--- src/hdl/tals_pkg.sv ---
// Shared constants, types and register map for the tape sequencer
package tals_pkg;
  // Clock and timing
  localparam int unsigned CLK_HZ       = 20_000_000;
  localparam int unsigned POSTROLL_S   = 3;
  localparam int unsigned POSTROLL_CYC = CLK_HZ * POSTROLL_S;
  localparam int unsigned BLINK_MS     = 250;
  localparam int unsigned BLINK_CYC    = (CLK_HZ / 1000) * BLINK_MS;
  localparam int unsigned POST_W       = 26;
  localparam int unsigned BLINK_W      = 23;

  // Tape counter
  localparam int unsigned CNT_W = 16;
  typedef logic [CNT_W-1:0] tals_cnt_t;
  localparam tals_cnt_t CNT_ZERO = 16'h0000;

  // APB register map (byte addresses)
  localparam int unsigned APB_AW = 8;
  localparam logic [7:0] A_MARK1  = 8'h00;
  localparam logic [7:0] A_MARK2  = 8'h04;
  localparam logic [7:0] A_STATUS = 8'h08;
  localparam logic [7:0] A_START  = 8'h0C;
  localparam logic [7:0] A_IN     = 8'h10;
  localparam logic [7:0] A_OUT    = 8'h14;
  localparam logic [7:0] A_CTRL   = 8'h18;
  localparam logic [31:0] CTRL_RST = 32'h0000_0001;
  localparam int unsigned CTRL_FOOT_EN = 0;

  // Operator buttons, one bit each
  typedef struct packed {
    logic play, stop, ffwd, rew, seek1, seek2, zero;
    logic rpt, rehearse, autop, clr, mark1, mark2, foot;
  } tals_btn_s;
  localparam int unsigned BTN_W = 14;

  typedef enum logic [2:0] {
    MOT_STOP = 3'h0, MOT_PLAY = 3'h1, MOT_FFWD = 3'h2,
    MOT_REW = 3'h3, MOT_SLOW_REV = 3'h4
  } tals_mot_e;

  typedef enum logic [1:0] {
    LBL_NONE = 2'h0, LBL_START = 2'h1, LBL_IN = 2'h2, LBL_OUT = 2'h3
  } tals_lbl_e;

  typedef struct packed {
    tals_lbl_e label;
    logic      flash;
    tals_cnt_t value;
  } tals_disp_s;

  typedef enum logic [9:0] {
    S_IDLE = 10'h001, S_PLAY = 10'h002, S_MAN  = 10'h004, S_WIND = 10'h008,
    S_SLOW = 10'h010, S_LPRE = 10'h020, S_LIN  = 10'h040, S_LOUT = 10'h080,
    S_POST = 10'h100, S_RWND = 10'h200
  } tals_state_e;
endpackage

--- src/hdl/tals_sequencer.sv ---
// Transport sequencer: locate, repeat loop, rehearsal and auto punch
// What this block does
// Overshot locate backs up slowly, then stops/plays
// Play during slow return blocks; stop frees
// Return to zero winds to counter zero
// Loop bounds are lower and higher memo
// Repeat plays to high, rewinds to low
// Play from below loop joins repeating
// Beyond loop, repeat indicator blinks
// Repeat toggles only by its own button
// Set mode captures start, in, out
// Rehearsal switches monitor, never records
// Ready mode: play starts rehearsal loop
// Play presses capture points, show labelled value
// Postroll, then rewind to flashing start
// Auto ignored until all points set
// Loop display: in, then out, relabelled
// Auto: play or footswitch runs punch sequence
// Clear leaves rehearsal or auto only
// All compares use the displayed counter
//
// The address map and the APB interface to the registers are this design's own decisions.
`timescale 1ns/100ps
module tals_sequencer
  import tals_pkg::*;
#(
  parameter int unsigned POSTROLL_CYCLES = POSTROLL_CYC,
  parameter int unsigned BLINK_CYCLES    = BLINK_CYC
) (
  input  wire logic              core_clk_in,
  input  wire logic              resetn_in,
  input  wire tals_btn_s         buttons_in,
  input  wire tals_cnt_t         tape_count_in,
  input  wire logic [APB_AW-1:0] paddr_in,
  input  wire logic              psel_in,
  input  wire logic              penable_in,
  input  wire logic              pwrite_in,
  input  wire logic [31:0]       pwdata_in,
  output logic [31:0]            prdata_out,
  output logic                   pready_out,
  output logic                   pslverr_out,
  output tals_mot_e              motion_out,
  output logic                   monitor_source_out,
  output logic                   record_out,
  output logic                   repeat_led_out,
  output logic                   rehearsal_mode_out,
  output logic                   auto_led_out,
  output tals_cnt_t              counter_disp_out,
  output tals_disp_s             memory_disp_out
);
  localparam logic [POST_W-1:0]  POST_LAST  = POST_W'(POSTROLL_CYCLES - 1);
  localparam logic [BLINK_W-1:0] BLINK_LAST = BLINK_W'(BLINK_CYCLES - 1);

  function automatic tals_cnt_t lower(input tals_cnt_t a, input tals_cnt_t b);
    lower = (a < b) ? a : b;
  endfunction
  function automatic tals_cnt_t upper(input tals_cnt_t a, input tals_cnt_t b);
    upper = (a < b) ? b : a;
  endfunction

  // Pin synchronisers; a level counts once stages two and three agree
  tals_btn_s b1_reg, b2_reg, b3_reg, bacc_reg;
  tals_cnt_t c1_reg, c2_reg, c3_reg, pos_reg, prev_reg;
  logic [BTN_W-1:0] btn_next;
  tals_btn_s  press;
  tals_cnt_t  pos_next;
  assign btn_next = (b2_reg & ~(b2_reg ^ b3_reg)) | (bacc_reg & (b2_reg ^ b3_reg));
  assign press    = btn_next & ~bacc_reg;
  assign pos_next = (c2_reg == c3_reg) ? c2_reg : pos_reg;

  always_ff @(posedge core_clk_in) begin
    b1_reg <= buttons_in;
    b2_reg <= b1_reg;
    b3_reg <= b2_reg;
    c1_reg <= tape_count_in;
    c2_reg <= c1_reg;
    c3_reg <= c2_reg;
    if (!resetn_in) begin
      bacc_reg <= '0;
      pos_reg  <= CNT_ZERO;
      prev_reg <= CNT_ZERO;
    end else begin
      bacc_reg <= btn_next;
      pos_reg  <= pos_next;
      prev_reg <= pos_reg;
    end
  end

  // Sequencer state
  tals_state_e st_reg, st_next;
  tals_cnt_t   tgt_reg, tgt_next, mark1_reg, mark1_next, mark2_reg, mark2_next;
  tals_cnt_t   pstart_reg, pstart_next, pin_reg, pin_next, pout_reg, pout_next;
  tals_cnt_t   val_reg, val_next;
  tals_lbl_e   lbl_reg, lbl_next;
  logic [2:0]  pts_reg, pts_next;
  logic [1:0]  idx_reg, idx_next;
  logic [POST_W-1:0] post_reg, post_next;
  logic pend_reg, pend_next, blk_reg, blk_next, rpt_reg, rpt_next;
  logic setm_reg, setm_next, rdy_reg, rdy_next, auto_reg, auto_next;
  logic wfwd_reg, wfwd_next, mdir_reg, mdir_next;
  logic [31:0] ctrl_reg;
  logic [BLINK_W-1:0] blink_cnt_reg;
  logic blink_reg;

  // Loop bounds from the memos, crossing from the displayed counter, then key and bus decode
  tals_cnt_t loop_lo, loop_hi;
  logic cross_hi, go, in_seq, any_mode, apb_wr, apb_setup, addr_ok;
  assign loop_lo  = lower(mark1_reg, mark2_reg);
  assign loop_hi  = upper(mark1_reg, mark2_reg);
  assign cross_hi = (prev_reg < loop_hi) && (pos_reg >= loop_hi);
  assign any_mode = setm_reg | rdy_reg | auto_reg;
  // Footswitch acts like play only in the punch modes
  assign go       = press.play | (press.foot & any_mode & ctrl_reg[CTRL_FOOT_EN]);
  assign in_seq   = st_reg inside {S_LPRE, S_LIN, S_LOUT, S_POST, S_RWND};
  assign apb_wr   = psel_in & penable_in & pwrite_in;
  assign apb_setup = psel_in & ~penable_in;
  assign addr_ok  = paddr_in inside {A_MARK1, A_MARK2, A_STATUS, A_START, A_IN,
                                     A_OUT, A_CTRL};

  // Next-state logic; stop has top priority, then clear, then mode keys
  always_comb begin
    st_next = st_reg;  tgt_next = tgt_reg;  pend_next = pend_reg;
    blk_next = blk_reg;  setm_next = setm_reg;  rdy_next = rdy_reg;
    auto_next = auto_reg;  idx_next = idx_reg;  pts_next = pts_reg;
    pstart_next = pstart_reg;  pin_next = pin_reg;  pout_next = pout_reg;
    val_next = val_reg;  lbl_next = lbl_reg;  post_next = post_reg;
    wfwd_next = wfwd_reg;  mdir_next = mdir_reg;
    rpt_next = rpt_reg ^ press.rpt;
    mark1_next = press.mark1 ? pos_reg : mark1_reg;
    mark2_next = press.mark2 ? pos_reg : mark2_reg;
    if (apb_wr && paddr_in == A_MARK1) mark1_next = pwdata_in[CNT_W-1:0];
    if (apb_wr && paddr_in == A_MARK2) mark2_next = pwdata_in[CNT_W-1:0];
    if (press.stop) begin
      st_next = S_IDLE;
      pend_next = 1'b0;
      blk_next = 1'b0;
    end else if (press.clr && any_mode) begin
      setm_next = 1'b0;
      rdy_next = 1'b0;
      auto_next = 1'b0;
      lbl_next = LBL_NONE;
      if (in_seq) st_next = S_IDLE;
    end else if (press.rehearse && !in_seq) begin
      setm_next = 1'b1;
      rdy_next = 1'b0;
      auto_next = 1'b0;
      idx_next = 2'h0;
      pts_next = 3'h0;
      lbl_next = LBL_NONE;
    end else if (press.autop) begin
      if (&pts_reg && !in_seq) begin
        auto_next = 1'b1;
        setm_next = 1'b0;
      end
    end else if (press.ffwd || press.rew) begin
      st_next = S_MAN;
      mdir_next = press.ffwd;
      pend_next = 1'b0;
      blk_next = 1'b0;
    end else if (press.seek1 || press.seek2 || press.zero) begin
      st_next = S_WIND;
      tgt_next = press.zero ? CNT_ZERO : (press.seek1 ? mark1_reg : mark2_reg);
      wfwd_next = press.zero ? (pos_reg < CNT_ZERO) :
                  (pos_reg < (press.seek1 ? mark1_reg : mark2_reg));
      val_next = tgt_next;
      pend_next = 1'b0;
      blk_next = 1'b0;
    end else if (go && setm_reg && (st_reg == S_IDLE || st_reg == S_PLAY)) begin
      val_next = pos_reg;
      idx_next = idx_reg + 2'h1;
      if (idx_reg == 2'h0) begin
        pstart_next = pos_reg;
        pts_next[0] = 1'b1;
        lbl_next = LBL_START;
        st_next = S_PLAY;
      end else if (idx_reg == 2'h1) begin
        pin_next = pos_reg;
        pts_next[1] = 1'b1;
        lbl_next = LBL_IN;
      end else begin
        pout_next = pos_reg;
        pts_next[2] = 1'b1;
        lbl_next = LBL_OUT;
        setm_next = 1'b0;
        st_next = S_POST;
        post_next = '0;
      end
    end else begin
      unique case (st_reg)
        S_IDLE: begin
          if (go && (rdy_reg || auto_reg) && &pts_reg) begin
            st_next = S_LPRE;
            lbl_next = LBL_START;
            val_next = pin_reg;
          end else if (press.play) begin
            st_next = S_PLAY;
          end
        end
        S_PLAY: begin
          if (rpt_reg && cross_hi) begin
            st_next = S_WIND;
            tgt_next = loop_lo;
            wfwd_next = 1'b0;
            pend_next = 1'b1;
          end
        end
        S_MAN: begin
          if (press.play) st_next = S_PLAY;
        end
        S_WIND: begin
          if (press.play) pend_next = 1'b1;
          if (pos_reg == tgt_reg) begin
            st_next = (pend_next ? S_PLAY : S_IDLE);
            pend_next = 1'b0;
          end else if (wfwd_reg == (pos_reg > tgt_reg)) begin
            st_next = S_SLOW;
          end
        end
        S_SLOW: begin
          if (press.play) begin
            blk_next = 1'b1;
            pend_next = 1'b1;
          end else if (!blk_reg && (wfwd_reg ? (pos_reg <= tgt_reg)
                                             : (pos_reg >= tgt_reg))) begin
            st_next = pend_reg ? S_PLAY : S_IDLE;
            pend_next = 1'b0;
          end
        end
        S_LPRE: begin
          if (pos_reg >= pin_reg) begin
            st_next = S_LIN;
            lbl_next = LBL_IN;
            val_next = pout_reg;
          end
        end
        S_LIN: begin
          if (pos_reg >= pout_reg) begin
            st_next = S_LOUT;
            lbl_next = LBL_OUT;
          end
        end
        S_LOUT: begin
          st_next = S_POST;
          post_next = '0;
        end
        S_POST: begin
          if (post_reg == POST_LAST) begin
            st_next = S_RWND;
            val_next = pstart_reg;
            lbl_next = LBL_START;
          end else begin
            post_next = post_reg + 1'b1;
          end
        end
        S_RWND: begin
          if (pos_reg == pstart_reg) begin
            st_next = S_IDLE;
            rdy_next = ~auto_reg;
          end
        end
        default: st_next = S_IDLE;
      endcase
    end
  end

  // State registers
  always_ff @(posedge core_clk_in) begin
    if (!resetn_in) begin
      st_reg <= S_IDLE;  tgt_reg <= CNT_ZERO;  pend_reg <= 1'b0;  blk_reg <= 1'b0;
      rpt_reg <= 1'b0;  setm_reg <= 1'b0;  rdy_reg <= 1'b0;  auto_reg <= 1'b0;
      idx_reg <= 2'h0;  pts_reg <= 3'h0;  post_reg <= '0;
      pstart_reg <= CNT_ZERO;  pin_reg <= CNT_ZERO;  pout_reg <= CNT_ZERO;
      mark1_reg <= CNT_ZERO;  mark2_reg <= CNT_ZERO;  val_reg <= CNT_ZERO;
      lbl_reg <= LBL_NONE;  wfwd_reg <= 1'b0;  mdir_reg <= 1'b0;
    end else begin
      st_reg <= st_next;  tgt_reg <= tgt_next;  pend_reg <= pend_next;
      blk_reg <= blk_next;  rpt_reg <= rpt_next;  setm_reg <= setm_next;
      rdy_reg <= rdy_next;  auto_reg <= auto_next;  idx_reg <= idx_next;
      pts_reg <= pts_next;  post_reg <= post_next;  pstart_reg <= pstart_next;
      pin_reg <= pin_next;  pout_reg <= pout_next;  mark1_reg <= mark1_next;
      mark2_reg <= mark2_next;  val_reg <= val_next;  lbl_reg <= lbl_next;
      wfwd_reg <= wfwd_next;  mdir_reg <= mdir_next;
    end
  end

  // Blink divider shared by every flashing indicator
  always_ff @(posedge core_clk_in) begin
    if (!resetn_in) begin
      blink_cnt_reg <= '0;
      blink_reg <= 1'b0;
    end else if (blink_cnt_reg == BLINK_LAST) begin
      blink_cnt_reg <= '0;
      blink_reg <= ~blink_reg;
    end else begin
      blink_cnt_reg <= blink_cnt_reg + 1'b1;
    end
  end

  // Read data is latched in the setup phase so the access phase needs no wait
  always_ff @(posedge core_clk_in) begin
    if (!resetn_in) begin
      prdata_out <= 32'h0000_0000;
      ctrl_reg <= CTRL_RST;
    end else begin
      if (apb_wr && paddr_in == A_CTRL) ctrl_reg <= pwdata_in;
      if (apb_setup) begin
        unique case (paddr_in)
          A_MARK1:  prdata_out <= {16'h0000, mark1_reg};
          A_MARK2:  prdata_out <= {16'h0000, mark2_reg};
          A_STATUS: prdata_out <= {11'h000, auto_reg, rdy_reg, setm_reg, rpt_reg,
                                   blk_reg, pend_reg, pts_reg, idx_reg, st_reg};
          A_START:  prdata_out <= {16'h0000, pstart_reg};
          A_IN:     prdata_out <= {16'h0000, pin_reg};
          A_OUT:    prdata_out <= {16'h0000, pout_reg};
          A_CTRL:   prdata_out <= ctrl_reg;
          default:  prdata_out <= 32'h0000_0000;
        endcase
      end
    end
  end
  assign pready_out  = 1'b1;
  assign pslverr_out = psel_in & penable_in & ~addr_ok;

  // Transport outputs; rehearsal never records; an overshot rewind creeps back, no hunting
  assign motion_out =
    (st_reg inside {S_PLAY, S_LPRE, S_LIN, S_LOUT, S_POST}) ? MOT_PLAY :
    (st_reg == S_MAN)  ? (mdir_reg ? MOT_FFWD : MOT_REW) :
    (st_reg == S_WIND) ? (wfwd_reg ? MOT_FFWD : MOT_REW) :
    (st_reg == S_SLOW) ? (blk_reg ? MOT_STOP :
                          (wfwd_reg ? MOT_SLOW_REV : MOT_PLAY)) :
    (st_reg == S_RWND) ? ((pos_reg > pstart_reg) ? MOT_REW : MOT_PLAY) : MOT_STOP;
  assign monitor_source_out = (st_reg == S_LIN);
  assign record_out         = (st_reg == S_LIN) & auto_reg;
  assign repeat_led_out     = rpt_reg & ((pos_reg > loop_hi) ? blink_reg : 1'b1);
  assign rehearsal_mode_out = rdy_reg | (setm_reg & blink_reg);
  assign auto_led_out       = auto_reg;
  assign counter_disp_out   = pos_reg;
  assign memory_disp_out.label = lbl_reg;
  assign memory_disp_out.value = val_reg;
  assign memory_disp_out.flash = (st_reg inside {S_WIND, S_RWND}) & blink_reg;
endmodule

--- config.mk ---
export PLATFORM = sky130hd
export DESIGN_NAME = tals_sequencer
export DESIGN_NICKNAME = d
export VERILOG_FILES = /design/src/hdl/tals_pkg.sv /design/src/hdl/tals_sequencer.sv
export SDC_FILE = /design/constraint.sdc
export NUM_CORES = 1
export LEC_CHECK = 0
export ABC_AREA = 1
export BUFFER_PORTS_ARGS = -buffer_cell sky130_fd_sc_hd__clkbuf_2
export CAP_MARGIN = 5
export CORE_MARGIN = 2
export CORE_UTILIZATION = 25
export DETAILED_ROUTE_END_ITERATION = 10
export GPL_TIMING_DRIVEN = 0
export PLACE_DENSITY_LB_ADDON = 0.08
export SLEW_MARGIN = 0
export SYNTH_ARGS = -nofsm -noshare
export SYNTH_HDL_FRONTEND = slang
export SYNTH_SLANG_ARGS = --single-unit
--- constraint.sdc ---
create_clock -name core_clk_in -period 7.3 [get_ports core_clk_in]
set_input_delay 0.365 -clock core_clk_in [delete_from_list [all_inputs] [get_ports core_clk_in]]
set_output_delay 0.365 -clock core_clk_in [all_outputs]
set_load 0.03 [all_outputs]
After elaboration in Yosys (flattened, before gate mapping)
Cells that the tools add are included.
- add/sub/neg operators: 3
- mux-type cells: 134
- reductions and logical operators: 65
- bitwise logic cells: 35
- order comparisons: 12
- eq/ne operators: 63
- operators by type and width (operator ; count):
    2-to-1 mux 16 bit ; 17
    case mux 32 bit (7 select lines) ; 1
    2-to-1 mux 10 bit ; 20
    2-to-1 mux 26 bit ; 4
    case mux 10 bit (10 select lines) ; 1
    greater-or-equal comparator 16 bit ; 4
    2-to-1 mux 1 bit ; 55
    case mux 26 bit (2 select lines) ; 1
    == test 16 bit ; 3
    > comparator 16 bit ; 3
    less-than comparator 16 bit ; 3
    case mux 16 bit (3 select lines) ; 1
    bitwise AND 14 bit ; 3
    2-to-1 mux 2 bit ; 21
    != test 6 bit (second input constant) ; 6
    AND reduction 9 bit ; 4
    2-to-1 mux 3 bit ; 11
    AND reduction 8 bit ; 4
    NOT 14 bit ; 2
    AND reduction 7 bit ; 4
    adder 26 x 1 -> 26 bit (second input constant) ; 1
    == test 26 bit (second input constant) ; 1
    == test 8 x 5 -> 1 bit (second input constant) ; 3
    != test 4 bit (second input constant) ; 6
    other kinds (54) ; 133
- register bits: 387
- input bits: 75
- logic and storage cells: 399
- output and inout bits: 77

Longest topological paths before layout
- depth in word-level cells: 26
- depth in mapped cells: 29
- gate-level depth less buffers: 27

Worst setup path after synthesis
OpenSTA, ideal clock, no wires.
- path kind: reg2out
- start point: reg mark2_reg[11]
- end point: out repeat_led_out
- setup slack: 3.570 ns
- path buffers: 3
- data required time: 6.935 ns
- arrival: 3.365 ns
- cell stages (with the launch flop): 21
- cell sequence: dfxtp_1 -> inv_1 -> ha_1 -> nand2_1 -> inv_1 -> o21ai_0 -> a21oi_1 -> nor2_1 -> nand2_1 -> buf_2 -> buf_1 -> clkbuf_1 -> nand2_1 -> o21ai_0 -> ha_1 -> a21oi_1 -> nor2_1 -> a211oi_1 -> o221a_2 -> nand2_1 -> a31oi_1
- word-level cells in the longest chain between the ends: 5
- RTL lines (element ; RTL line ; source):
    from (decl) ; tals_sequencer.sv:91 ; tals_cnt_t tgt_reg, tgt_next, mark1_reg, mark1_next, mark2_reg, mark2_next;
    from (signal assigned) ; tals_sequencer.sv:281 ; mark2_reg <= mark2_next; val_reg <= val_next; lbl_reg <= lbl_next;
    less-than comparator 16 bit ; tals_sequencer.sv:58 ; upper = (a < b) ? b : a;
    2-to-1 mux 16 bit * ; tals_sequencer.sv:58 ;
    > comparator 16 bit * ; tals_sequencer.sv:334 ; assign repeat_led_out = rpt_reg & ((pos_reg > loop_hi) ? blink_reg : 1'b1);
    2-to-1 mux 1 bit * ; tals_sequencer.sv:334 ;
    bitwise AND 1 bit * ; tals_sequencer.sv:334 ;
    to (decl) ; tals_sequencer.sv:45 ; output logic repeat_led_out,
Every way passes the cells marked *; elsewhere a longest branch is shown, timed or not.

Final worst setup path
- start point: reg mark2_reg[14]
- end point: out repeat_led_out
The elaborated chain is that of the path after synthesis.

==> qor.yml <==
route:
  vias: 19100
  drcViolationCount: 0
  wire_per_inst_um: 22.3
  drt-total-wl_um: 86500
  via_per_inst: 4.92
  first_pass_iters: 6
  antenna_left: 0
  drt_iter0_drc: 1566
finish:
  seqCellArea_um2: 7750
  layout_commonest_cell: "dfxtp_1"
  fin_cells: 3884
  area_delta_synth_final_pct: 20.9
  nets: 3018
  n_fill_cell: 8322
  mostFrequentLayoutCells: "dfxtp_1 (387), nand2_1 (378), inv_1 (327), a21oi_1 (301), nor2_1 (236)"
  final_layout_size_suffix_gt1_frac: 0.109
  multi_input_area_um2: 9800
  final_cell_area_um2: 23300
critical_path:
  cp-end-kind: "output pin"
  critPathRequiredTime_ns: 6.93
  startpoint_type: "flip-flop"
  critPathKind: "reg2out"
  worstPathMaxFanout: 10
  cp.arrival_ns: 5.77
flow_run:
  max_cap_violations: 0
power:
  leakagePower_nw: 9.61
  p_per_area_nw_per_um2: 222
  ir_drop_v: 0.000149
  total_power_mw: 5.18
place:
  dp_hpwl_um: 69700
  place.gp.congestion: 0.949
  place_area_um2: 21300
  dp_cells: 3756
  portBuffers: 150
  post-place-ws_ns: 1.71
status:
  outcome: "complete, no violations"
floorplanning:
  dieArea_um2: 79400
  start_util: 0.253
  die_y_um: 282
  rows: 101
  io_pins: 152
  die_width_um: 282
  core_um2: 76200
synthesis:
  netlist_instances: 2576
  synth_seq_cells: 387
  ys.flop_type: "dfxtp_1"
  synth_nets: 2779
  synth_area_um2: 19300
  synth.distinct_cells: 59
  synth_edf_count: 0
  avgSynthCellArea_um2: 7.49
  yosysWarnings: 0
  ys_seq_area_frac: 0.402
  async_flop_share: 0
timing:
  finalWorstSetupSlack_ns: 1.16
  min_period_over_period: 0.841
  tightest_slew_ns: 1.34
  fin_skew_ns: 0.0186
  slew_violations: 0
  fin_setup_tns_ns: 0
  setup_viol: 0
  relSlewSlack: 0.0976
  min_period_ns: 6.14
  rsz0062_at_grt: "no"
  fmax_ghz: 0.163
  finalHoldViolations: 0
cts:
  cts_resized: 0
  cts_root_buf: "clkbuf_16"
  numCtsBuffers: 48
  numClockSinks: 387
  clkLatencyLatePin_ns: 0.60
  post-cts-setup-buffers: 0
  cts_tree: "built"
  htreeDepth: 2
  clkTransAtPathRegs_ns: 0.06
  clockBufferDepth: 3
grt:
  grt_antenna_before_repair: 1
  grt_pass1_wl_um: 125000
  grt_pass1_vias: 18300
  grt_max_degree: 14
  gr-total-overflow: 0
  gr-usage-all-layers: 0.215
worst_hold_path:
  min_path_type: "in2reg"
cell usage after synthesis (11+ instances only):
library cell	number	area, µm²
o211ai_1	12	90.1
o22ai_1	72	450
xnor2_1	15	131
nor4_1	12	75.1
o41ai_1	12	105
a211oi_1	44	330
nand4_1	45	282
o21ai_0	226	1130
nand3_1	68	340
nor2_1	236	886
a21oi_1	301	1510
clkbuf_1	88	330
dfxtp_1	387	7750
inv_1	327	1230
buf_2	11	55.1
inv_2	14	52.6
xor2_1	16	140
nor3_1	62	310
nand2_1	378	1420
ha_1	128	1600
layer usage:
| metal | track usage | routed length (µm) | part of all wire | up-vias |
|---|---|---|---|---|
| met1 | 0.293 | 39300 | 0.45 | 9148 |
| met5 | 0 | 0 | 0 | - |
| met3 | 0.0294 | 4850 | 0.056 | 112 |
| met2 | 0.355 | 39900 | 0.46 | 602 |
| met4 | 0.0625 | 2490 | 0.029 | 0 |
| li1 | - | - | - | 9233 |
worst max-delay path: stages, from the launching register on:
cell	delay (ns)
dfxtp_1	0.51
inv_1	0.20
ha_1	0.34
nand4_1	0.17
nor2_1	0.27
nand2_1	0.19
nand2_1	0.13
buf_2	0.23
buf_1	0.40
clkbuf_1	0.41
o21ai_0	0.36
ha_1	0.39
nand2_1	0.07
nor3_1	0.46
nand4_1	0.31
a31oi_1	0.42
clkbuf_2	0.29
logic make-up (layout without fill, tap and decap cells):
group | Yosys count | in the layout | synth area share
and+or+nand+nor | 864 | 864 | 0.201
AOI/OAI and AO/OA | 715 | 715 | 0.209
buffers and inverters | 450 | 727 | 0.0904
DFF | 387 | 387 | 0.402
adders and majority gates | 128 | 128 | 0.0830
xor gates and xnor gates | 31 | 31 | 0.0141
other | 1 | 2 | 0.000194
final cells by class:
class / instances / share of cell area
tap: 1030 / 0.0552
clock inverter: 22 / 0.00933
inverter: 342 / 0.0551
antenna: 1 / 0.000107
multi-input combinational: 1739 / 0.420
timing repair buffer: 189 / 0.0489
buffer: 108 / 0.0196
sequential: 387 / 0.332
clock buffer: 66 / 0.0596
path summary, 6_finish.rpt:
| check | startpoint | endpoint | slack (ns) | cells past startpoint |
|---|---|---|---|---|
| min | pwdata_in[27] | ctrl_reg[27] | 0.03 | 3 |
| max | mark2_reg[14] | repeat_led_out | 1.16 | 16 |
| min reg2reg | b1_reg[7] | b2_reg[7] | 0.32 | 0 |
| max reg2reg | mark2_reg[14] | tgt_reg[4] | 1.65 | 21 |
stage by stage:
step	hold WS (ns)	util
final	0.0346	0.306
after global placement	0.312	0.280
after global routing	0.0177	0.306
after detailed placement	0.312	0.280
after CTS	0.00449	0.306
after floorplan	0.310	-
power by group:
group / total, mW / switching [mW] / internal (mW)
registers: 2.22 / 0.0442 / 2.18
logic: 0.557 / 0.393 / 0.164
clock network: 2.40 / 0.988 / 1.41
total: 5.18 / 1.42 / 3.75
repair_timing:
item / CTS / global route
hold endpoints to repair: 39 / 0
setup endpoints to repair: 0 / 0
hold buffers: 39 / 0
(Power assumes the default switching activity.)
